## src/ssr_pkg.sv

```systemverilog
// Purpose: shared constants and types of the supply supervisor reset control
// Assumes: one 100 MHz clock, synchronous active-low reset
// Notes: register map reached over the plain strobe port
package ssr_pkg;

    localparam int unsigned CLK_PERIOD_NS = 10;
    // option load settle time before the load is sampled
    localparam int unsigned OPT_SETTLE_NS = 100;
    localparam int unsigned OPT_SETTLE_CYC = (OPT_SETTLE_NS + CLK_PERIOD_NS - 1) / CLK_PERIOD_NS;
    // release delay after the undervoltage indication clears
    localparam int unsigned REL_DELAY_NS = 200;
    localparam int unsigned REL_DELAY_CYC = (REL_DELAY_NS + CLK_PERIOD_NS - 1) / CLK_PERIOD_NS;

    localparam logic [3:0] ADDR_CTRL = 4'h0;
    localparam logic [3:0] ADDR_STATUS = 4'h4;
    localparam logic [3:0] ADDR_CLEAR = 4'h8;
    localparam logic [3:0] ADDR_IRQ_EN = 4'hc;

    localparam int unsigned CTRL_DET_EN = 0;
    localparam int unsigned CTRL_FALL_EN = 1;
    localparam int unsigned CTRL_RISE_EN = 2;
    localparam int unsigned CTRL_LVL_LSB = 4;

    localparam int unsigned ST_FALL = 0;
    localparam int unsigned ST_RISE = 1;
    localparam int unsigned ST_BOR_EVT = 2;
    localparam int unsigned ST_W = 3;

    localparam logic [7:0] CTRL_RESET = 8'h00;
    localparam logic [2:0] IRQ_EN_RESET = 3'h0;

    // option field: 2'b11 disables brownout reset until the next option load
    localparam logic [1:0] BOR_OFF = 2'h3;

    typedef enum {SSR_POR, SSR_LOAD, SSR_RUN} ssr_state_e;

    typedef struct packed {
        logic [3:0] addr;
        logic [31:0] wdata;
        logic wr;
        logic rd;
    } ssr_bus_s;

endpackage

```

## src/ssr_supervisor.sv

```systemverilog
// Purpose: supply supervisor reset sequencing and voltage detector interrupts
// Assumes: analog comparators arrive as levels; compare output is asynchronous
// Notes: outputs all registered; interrupt is level, clear by write-one

`timescale 1ns/10ps

module ssr_supervisor
    import ssr_pkg::*;
(
    input wire logic core_clk,
    input wire logic rst_n,
    input wire logic supervisor_enable_pin,
    input wire logic ext_reset_n,
    input wire logic por_ok,
    input wire logic bor_ok_lvl1,
    input wire logic bor_ok_lvl2,
    input wire logic bor_ok_lvl3,
    input wire logic opt_load_done,
    input wire logic [1:0] opt_brownout_sel,
    input wire logic detector_cmp_async,
    input wire ssr_bus_s bus_in,
    output logic [31:0] rdata,
    output logic chip_reset_n,
    output logic opt_load_start,
    output logic detector_on,
    output logic [2:0] detector_level_select,
    output logic irq
);

    ////////////////////////////////////////////////////////////////////////
    // sequencing state

    ssr_state_e state_reg;
    ssr_state_e state_next;
    logic [1:0] bor_sel_reg;
    logic [7:0] settle_cnt_reg;
    logic [7:0] rel_cnt_reg;
    logic chip_reset_n_reg;
    logic opt_load_start_reg;

    logic [7:0] ctrl_reg;
    logic [ST_W-1:0] status_reg;
    logic [ST_W-1:0] irq_en_reg;
    logic [31:0] rdata_reg;
    logic irq_reg;
    logic det_on_reg;
    logic [2:0] lvl_reg;

    ////////////////////////////////////////////////////////////////////////
    // undervoltage decode

    function automatic logic bor_ok_sel(input logic [1:0] sel, input logic l1,
                                        input logic l2, input logic l3);
        case (sel)
            2'h0: bor_ok_sel = l1;
            2'h1: bor_ok_sel = l2;
            2'h2: bor_ok_sel = l3;
            default: bor_ok_sel = 1'b1;
        endcase
    endfunction

    wire internal_on = supervisor_enable_pin;
    // brownout only counts once options are loaded and not disabled
    wire bor_active = (state_reg == SSR_RUN) && (bor_sel_reg != BOR_OFF);
    wire bor_ok = bor_ok_sel(bor_sel_reg, bor_ok_lvl1, bor_ok_lvl2, bor_ok_lvl3);
    wire bor_low = bor_active && !bor_ok;
    // por is never masked by options or software
    wire int_undervolt = !por_ok || bor_low;
    wire supply_low = internal_on ? int_undervolt : !ext_reset_n;
    wire release_ok = (state_reg == SSR_RUN) && !supply_low && (rel_cnt_reg == 8'h00);

    always_comb begin
        state_next = state_reg;
        case (state_reg)
            SSR_POR: begin
                if (!supply_low && settle_cnt_reg == 8'h00) begin
                    state_next = SSR_LOAD;
                end
            end
            SSR_LOAD: begin
                if (supply_low) begin
                    state_next = SSR_POR;
                end else if (opt_load_done) begin
                    state_next = SSR_RUN;
                end
            end
            SSR_RUN: begin
                if (internal_on && !por_ok) begin
                    state_next = SSR_POR;
                end
            end
            default: state_next = SSR_POR;
        endcase
    end

    always_ff @(posedge core_clk) begin
        if (!rst_n) begin
            state_reg <= SSR_POR;
            settle_cnt_reg <= 8'(OPT_SETTLE_CYC);
        end else begin
            state_reg <= state_next;
            if (state_reg != SSR_POR || supply_low) begin
                settle_cnt_reg <= 8'(OPT_SETTLE_CYC);
            end else if (settle_cnt_reg != 8'h00) begin
                settle_cnt_reg <= settle_cnt_reg - 8'h01;
            end
        end
    end

    // option field is captured once per load; software cannot touch it
    always_ff @(posedge core_clk) begin
        if (!rst_n) begin
            bor_sel_reg <= BOR_OFF;
            opt_load_start_reg <= 1'b0;
        end else begin
            opt_load_start_reg <= (state_reg == SSR_POR) && (state_next == SSR_LOAD);
            if (state_reg == SSR_LOAD && opt_load_done) begin
                bor_sel_reg <= opt_brownout_sel;
            end
        end
    end

    always_ff @(posedge core_clk) begin
        if (!rst_n) begin
            rel_cnt_reg <= 8'(REL_DELAY_CYC);
            chip_reset_n_reg <= 1'b0;
        end else begin
            if (supply_low || state_reg != SSR_RUN) begin
                rel_cnt_reg <= 8'(REL_DELAY_CYC);
            end else if (rel_cnt_reg != 8'h00) begin
                rel_cnt_reg <= rel_cnt_reg - 8'h01;
            end
            chip_reset_n_reg <= release_ok && !supply_low;
        end
    end

    ////////////////////////////////////////////////////////////////////////
    // voltage detector

    logic cmp_level;
    logic cmp_rise;
    logic cmp_fall;

    ssr_edge_det u_edge (
        .core_clk(core_clk),
        .rst_n(rst_n),
        .async_in(detector_cmp_async),
        .level(cmp_level),
        .rise(cmp_rise),
        .fall(cmp_fall)
    );

    // compare high means supply below threshold
    wire det_en = ctrl_reg[CTRL_DET_EN];
    wire fall_evt = det_en && ctrl_reg[CTRL_FALL_EN] && cmp_rise;
    wire rise_evt = det_en && ctrl_reg[CTRL_RISE_EN] && cmp_fall;
    wire bor_evt = bor_low;

    ////////////////////////////////////////////////////////////////////////
    // register port

    wire wr_ctrl = bus_in.wr && bus_in.addr == ADDR_CTRL;
    wire wr_clear = bus_in.wr && bus_in.addr == ADDR_CLEAR;
    wire wr_irq_en = bus_in.wr && bus_in.addr == ADDR_IRQ_EN;
    wire [ST_W-1:0] evt_vec = {bor_evt, rise_evt, fall_evt};
    wire [ST_W-1:0] clr_vec = wr_clear ? bus_in.wdata[ST_W-1:0] : '0;

    wire [31:0] rd_mux = (bus_in.addr == ADDR_CTRL) ? {24'h0, ctrl_reg} :
                         (bus_in.addr == ADDR_STATUS) ? {28'h0, cmp_level, status_reg} :
                         (bus_in.addr == ADDR_IRQ_EN) ? {29'h0, irq_en_reg} : 32'h0;

    always_ff @(posedge core_clk) begin
        if (!rst_n) begin
            ctrl_reg <= CTRL_RESET;
            irq_en_reg <= IRQ_EN_RESET;
            rdata_reg <= 32'h0;
        end else begin
            if (wr_ctrl) begin
                ctrl_reg <= bus_in.wdata[7:0];
            end
            if (wr_irq_en) begin
                irq_en_reg <= bus_in.wdata[ST_W-1:0];
            end
            rdata_reg <= bus_in.rd ? rd_mux : 32'h0;
        end
    end

    // per-bit sticky flags; a new event beats a simultaneous clear
    genvar gi;
    generate
        for (gi = 0; gi < ST_W; gi++) begin : g_flag
            always_ff @(posedge core_clk) begin
                if (!rst_n) begin
                    status_reg[gi] <= 1'b0;
                end else if (evt_vec[gi]) begin
                    status_reg[gi] <= 1'b1;
                end else if (clr_vec[gi]) begin
                    status_reg[gi] <= 1'b0;
                end
            end
        end
    endgenerate

    always_ff @(posedge core_clk) begin
        if (!rst_n) begin
            irq_reg <= 1'b0;
            det_on_reg <= 1'b0;
            lvl_reg <= 3'h0;
        end else begin
            irq_reg <= |(status_reg & irq_en_reg);
            det_on_reg <= det_en;
            lvl_reg <= ctrl_reg[CTRL_LVL_LSB +: 3];
        end
    end

    assign rdata = rdata_reg;
    assign chip_reset_n = chip_reset_n_reg;
    assign opt_load_start = opt_load_start_reg;
    assign detector_on = det_on_reg;
    assign detector_level_select = lvl_reg;
    assign irq = irq_reg;
endmodule // ssr_supervisor

```

## src/ssr_edge_det.sv

```systemverilog
// Purpose: synchronise the asynchronous compare output and find its edges
// Assumes: core_clk domain, synchronous active-low reset
// Notes: first stage is read only by the second
`timescale 1ns/10ps
module ssr_edge_det
    import ssr_pkg::*;
(
    input wire logic core_clk,
    input wire logic rst_n,
    input wire logic async_in,
    output logic level,
    output logic rise,
    output logic fall
);

    logic meta_reg;
    logic sync_reg;
    logic prev_reg;

    always_ff @(posedge core_clk) begin
        if (!rst_n) begin
            meta_reg <= 1'b0;
            sync_reg <= 1'b0;
            prev_reg <= 1'b0;
        end else begin
            meta_reg <= async_in;
            sync_reg <= meta_reg;
            prev_reg <= sync_reg;
        end
    end

    assign level = sync_reg;
    assign rise = sync_reg & ~prev_reg;
    assign fall = ~sync_reg & prev_reg;
endmodule // ssr_edge_det

```

## config.mk

```make
export PLATFORM = sky130hd
export DESIGN_NAME = ssr_supervisor
export DESIGN_NICKNAME = d
export VERILOG_FILES = /design/src/ssr_pkg.sv /design/src/ssr_supervisor.sv /design/src/ssr_edge_det.sv
export SDC_FILE = /design/constraint.sdc
export NUM_CORES = 1
export LEC_CHECK = 0
export ABC_CLOCK_PERIOD_IN_PS = 1750
export BUFFER_PORTS_ARGS = -buffer_cell sky130_fd_sc_hd__buf_2
export CORE_ASPECT_RATIO = 0.9
export CORE_UTILIZATION = 35
export DETAILED_ROUTE_END_ITERATION = 8
export PLACE_DENSITY = 0.58
export SLEW_MARGIN = 0
export SYNTH_ARGS = -nofsm -noshare
export SYNTH_HDL_FRONTEND = slang
export SYNTH_SLANG_ARGS = --single-unit
```

## constraint.sdc

```tcl
create_clock -name core_clk -period 1.75 [get_ports core_clk]
set_input_delay 0.35 -clock core_clk [delete_from_list [all_inputs] [get_ports core_clk]]
set_output_delay 0.35 -clock core_clk [all_outputs]
set_load 0.01 [all_outputs]
```

**Word-level counts from Yosys, hierarchy flattened**

Cells that the tools add are included.

- Logic and storage cells: 97
- Input port bits: 50
- Output and inout bits: 39
- Register bits: 106

- Multiplexer cells: 17
- Equality and inequality tests: 12
- Reductions and logical operators: 40
- $add $sub $neg: 2
- Bitwise logic cells: 7

Operator list:

| kind | number |
|---|---|
| $mux 32 | 4 |
| $eq 32x2->1 const B | 3 |
| $pmux 32 s3 | 1 |
| $logic_not 32->1 | 2 |
| $eq 32x1->1 const B | 1 |
| $eq 32x3->1 const B | 1 |
| $ne 32x3->1 const B | 1 |
| $reduce_bool 32->1 | 1 |
| $logic_and 1x1->1 | 16 |
| $logic_not 8->1 | 2 |
| $reduce_bool 8->1 | 2 |
| $sub 8x1->8 const B | 2 |
| $eq 4x4->1 const B | 2 |
| $mux 8 | 1 |
| $mux 1 | 7 |
| $mux 3 | 2 |
| $reduce_bool 2->1 | 3 |
| $eq 4x3->1 const B | 1 |
| $logic_not 1->1 | 4 |
| $logic_not 4->1 | 1 |
| $mux 4 | 1 |
| $not 1->1 | 4 |
| $reduce_or 2->1 | 2 |
| $reduce_or 4->1 | 1 |
| 10 further kinds | 13 |

**Longest topological paths before layout**

- Word-level depth: 12
- Gate-level depth with buffers: 5
- Gate-level depth less buffers: 5

**By module**

From an unflattened synthesis, not the netlist that was laid out.

- Cell total of the unflattened synthesis: 295
- Area total of the unflattened synthesis: 3069.2 um^2

Modules (own cells, without submodules):

| module | cells each | seq. area each (um^2) | instances | area an instance (um^2) |
|---|---|---|---|---|
| ssr_supervisor | 287 | 1581.5 | 1 | 2977.9 |
| ssr_edge_det | 8 | 60.1 | 1 | 91.3 |

**Least setup slack after synthesis**

Ideal clock, no wire load.

- Path type: register to register
- From: register state_reg[30]
- To: register rel_cnt_reg[2]
- Clock period less this slack: 1859 ps
- Setup time: 120 ps
- Cell stages (with the launch flop): 6
- Arrival: 1739 ps
- Slack: -109 ps
- Cells stage by stage: dfxtp_1 -> nor4_2 -> nand4_2 -> or4_4 -> buf_6 -> a211o_2

- Word-level cells in the longest chain between the ends: 7

RTL lines:

| what | RTL line | source |
|---|---|---|
| from (decl) | ssr_supervisor.sv:33 | `ssr_state_e state_reg;` |
| from (signal assigned) | ssr_supervisor.sv:101 | `state_reg <= state_next;` |
| $eq 32x3->1 | ssr_supervisor.sv:64 | `wire bor_active = (state_reg == SSR_RUN) && (bor_sel_reg != BOR_OFF);` |
| $logic_and 1x1->1 | ssr_supervisor.sv:64 |  |
| $logic_and 1x1->1 | ssr_supervisor.sv:66 | `wire bor_low = bor_active && !bor_ok;` |
| $logic_or 1x1->1 | ssr_supervisor.sv:68 | `wire int_undervolt = !por_ok \|\| bor_low;` |
| $mux 1 | ssr_supervisor.sv:69 | `wire supply_low = internal_on ? int_undervolt : !ext_reset_n;` |
| $logic_or 1x1->1 (*) | ssr_supervisor.sv:128 | `if (supply_low \|\| state_reg != SSR_RUN) begin` |
| $reduce_or 2->1 (no line) (*) | - |  |
| to (signal assigned) | ssr_supervisor.sv:125 | `rel_cnt_reg <= 8'(REL_DELAY_CYC);` |
| to (signal assigned) | ssr_supervisor.sv:129 | `rel_cnt_reg <= 8'(REL_DELAY_CYC);` |
| to (signal assigned) | ssr_supervisor.sv:131 | `rel_cnt_reg <= rel_cnt_reg - 8'h01;` |
| to (decl) | ssr_supervisor.sv:37 | `logic [7:0] rel_cnt_reg;` |

Mark *: on every way between the ends. The rest lies on a longest branch, timed or not.
A chain may end at the register's enable or synchronous reset.

**Final worst setup path**

- From: register state_reg[12]
- To: register settle_cnt_reg[3]

- Word-level cells in the longest chain between the ends: 7

RTL lines:

| what | RTL line | source |
|---|---|---|
| $eq 32x3->1 | ssr_supervisor.sv:64 |  |
| $logic_and 1x1->1 | ssr_supervisor.sv:64 |  |
| $logic_and 1x1->1 | ssr_supervisor.sv:66 |  |
| $logic_or 1x1->1 | ssr_supervisor.sv:68 |  |
| $mux 1 | ssr_supervisor.sv:69 |  |
| $logic_or 1x1->1 (*) | ssr_supervisor.sv:102 | `if (state_reg != SSR_POR \|\| supply_low) begin` |
| $reduce_or 2->1 (no line) (*) | - |  |
| to (signal assigned) | ssr_supervisor.sv:99 | `settle_cnt_reg <= 8'(OPT_SETTLE_CYC);` |
| to (signal assigned) | ssr_supervisor.sv:103 | `settle_cnt_reg <= 8'(OPT_SETTLE_CYC);` |
| to (signal assigned) | ssr_supervisor.sv:105 | `settle_cnt_reg <= settle_cnt_reg - 8'h01;` |
| to (decl) | ssr_supervisor.sv:36 | `logic [7:0] settle_cnt_reg;` |

Marks and branches as above.

==> flow_summary.toml <==
[cells_and_area]
final_area_um2 = 3920
multi_input_area_um2 = 1500
seq_area_um2 = 1650
syn_to_final_growth_pct = 30.2
nets = 437
final_util_pct = 47.9
layout.cells.non_filler = 505
drive_gt1_share_pct = 27.7
largest_register_ffs = 32
antennaDiodeCount = 0
fill_cells = 789

[synth]
synth_area_per_cell_um2 = 10.2
ys_types = 42
synth-seq-cells = 82
synth_fa_ha_area_share_pct = 0.830
ys.flop_type = "dfxtp_1"
yosys_warnings = 0
yosysTopAreaCellShare_pct = 54.5
synth_top_cell_by_area = "dfxtp_1"
synth.area.mux_share_pct = 2.99
synth-xor-area-share_pct = 2.91
syn_inst = 296
async_flop_share_pct = 0
synthTopCellsByCount = "dfxtp_1, nand2_1, buf_4"
yosysSeqAreaShare_pct = 54.5
synth_top_family_by_area = "simple AND/OR/NAND/NOR gates"
yosysMostFrequentCell = "dfxtp_1"
synth.area.top_cells = "dfxtp_1, buf_4, nand2_1"
synth-compound-area-share_pct = 8.01
syn_area_um2 = 3010
yosys.area_share.simple_pct = 22.3
synth-edff-count = 0

[sta]
post-route-period-util_pct = 102
rsz0062_at_grt = "yes"
hold_viol = 0
max_freq_ghz = 0.558
period_minus_slack_ns = 1.79
clock_skew_ns = 0.00611
worst_hold_slack_ns = 0.205
slew_headroom_pct = 56.8
worst_pin_slew_ns = 0.642
slew_violations = 0
setup_viol = 8
totalNegativeSetupSlack_ns = -0.185
finalWorstSetupSlack_ns = -0.0411

[routing]
wl_met3_um = 303
post_drt_wl_per_cell_um = 11.1
wl_met2_um = 2740
top_layer = "met4"
dr.pass1.iters = 4
routed_wirelength_um = 5600
met1_length_um = 2500
drt_iter0_drc = 162
via_count = 2182
vias_per_cell = 4.32
drc = 0
ant_nets = 0

[power]
switching_share_pct = 21.4
p_int_uw = 2920
p_leak_uw = 0.00159
vdd_drop_max_uv = 544
powerDensity_nw_per_um2 = 946
switching_power_uw = 793
p_comb_share_pct = 4.1
clkPwrFrac_pct = 43.7
p_seq_share_pct = 52.1

[clocking]
clock-sinks = 82
cts-root-buf = "clkbuf_8"
cts_tree = "yes"
cts-buffers-inserted = 9
hold_buffers = 0
clkTransAtPathRegs_ns = 0.08
h-tree-depth = 3
cts_buffer_depth = 2
clock_latency_ns = 0.35

[critical_path]
critPathMostFrequentCell = "buf_6"
crit_type = "reg2reg"
path_cells = "nor4_4, nand4_2, buf_6, or4_4, buf_6, a21o_1"
crit_path_max_incr_delay_ns = 0.43
cp_max_fo = 3
end_kind = "register"
startpoint_type = "register"
cp_slowest_cell = "or4_4"
critical_path_required_ns = 1.99
cp.arrival_ns = 2.03

[placement]
hpwl_um = 3850
placed_cells = 486
place.gp.congestion = 0.802
numPortBuffers = 40
place_area_um2 = 3460

[global_route]
grt_pass1_wl_um = 9610
overflow = 0
grt_usage_pct = 13.7
grt_max_degree = 15
grt_pass1_vias = 2052
grt_antenna_before_repair = 0

[floorplanning]
die-height_um = 90.0
ios = 89
rows = 31
core_region_area_um2 = 8180
die-area_um2 = 8990
initial_core_util_pct = 36.8
die_w_um = 99.8

[outcome]
violations = "negative setup slack"
status = "finished with violations"

[hold_path]
hp-class = "in2reg"

[flow_run]
maxCapViolCount = 0
-- per-layer routing --
layer  track usage (%)  vias up
met5                 0        -
met4              5.27        0
met3              4.59        8
met2              21.3       59
met1              17.6      985
li1                  -     1130
-- through the flow --
stage	setup slack (ns)	total power [uW]
final	-0.0411	3710
after global routing	-0.155	3890
after CTS	-0.0523	3760
after detailed placement	-0.183	2120
after global placement	-0.115	2120
after floorplan	-0.0891	2090
-- timing repair --
item                       CTS  global route
setup buffers                3             0
resized for setup           28            10
setup endpoints to repair   20            20
pin swaps                   15             6
-- kinds of logic (layout without fill, tap and decap cells) --
group / after synthesis / after routing
buffers and inverters: 41 / 82
flip-flops: 82 / 82
AND/OR/NAND/NOR: 118 / 118
other: 1 / 54
adder cells (fa/ha/maj): 2 / 2
XOR/XNOR: 10 / 10
AO/OA/AOI/OAI: 33 / 33
multiplexers: 9 / 9
-- final timing paths --
path	from	end	slack [ns]	cells after the start
worst max-delay path	state_reg[12]	settle_cnt_reg[3]	-0.04	6
worst min-delay path	opt_brownout_sel[1]	bor_sel_reg[1]	0.21	2
worst max register to register	state_reg[12]	settle_cnt_reg[3]	-0.04	6
worst min register to register	u_edge.meta_reg	u_edge.level	0.44	1
-- worst max-delay path, delay by kind of cell (launching register included) --
| kind | cells | cell delay [ns] |
|---|---|---|
| compound gates | 1 | 0.14 |
| buf+inv | 2 | 0.30 |
| flops | 1 | 0.33 |
| simple gates | 3 | 0.91 |
-- cells in the final DEF (no fill, tap or decap), drive strengths merged --
cell / count
a2111oi: 1
a211o: 5
a211oi: 1
a21o: 2
a21oi: 12
a222oi: 1
a31oi: 1
and2: 12
and3: 2
and4: 1
buf: 58
bufinv: 3
clkbuf: 10
clkinvlp: 2
conb: 54
dfxtp: 82
ha: 2
inv: 9
mux2i: 9
nand2: 27
nand2b: 3
nand3: 11
nand4: 2
nand4b: 5
nor2: 19
nor2b: 2
nor3: 12
nor4: 15
nor4b: 3
o21a: 2
o21ai: 2
o221ai: 3
o22ai: 1
o41a: 2
or2: 1
or3: 1
or4: 2
xnor2: 7
xor2: 3
-- power by group through the flow --
stage | logic, uW | registers [uW] | clock network [uW]
after floorplan | 124 | 1970 | 0
after global placement | 145 | 1970 | 0
after detailed placement | 145 | 1970 | 0
after CTS | 151 | 1940 | 1680
after global routing | 174 | 1940 | 1770
final | 153 | 1940 | 1620
-- layout make-up --
type,count,share of cell area [%]
Clock buffer,10,3.25
Sequential cell,82,42.0
Tap cell,115,3.67
Multi-Input combinational cell,226,38.2
Timing Repair Buffer,58,9.22
Clock inverter,6,2.90
Inverter,8,0.765
Power figures use the tool's default switching activity.
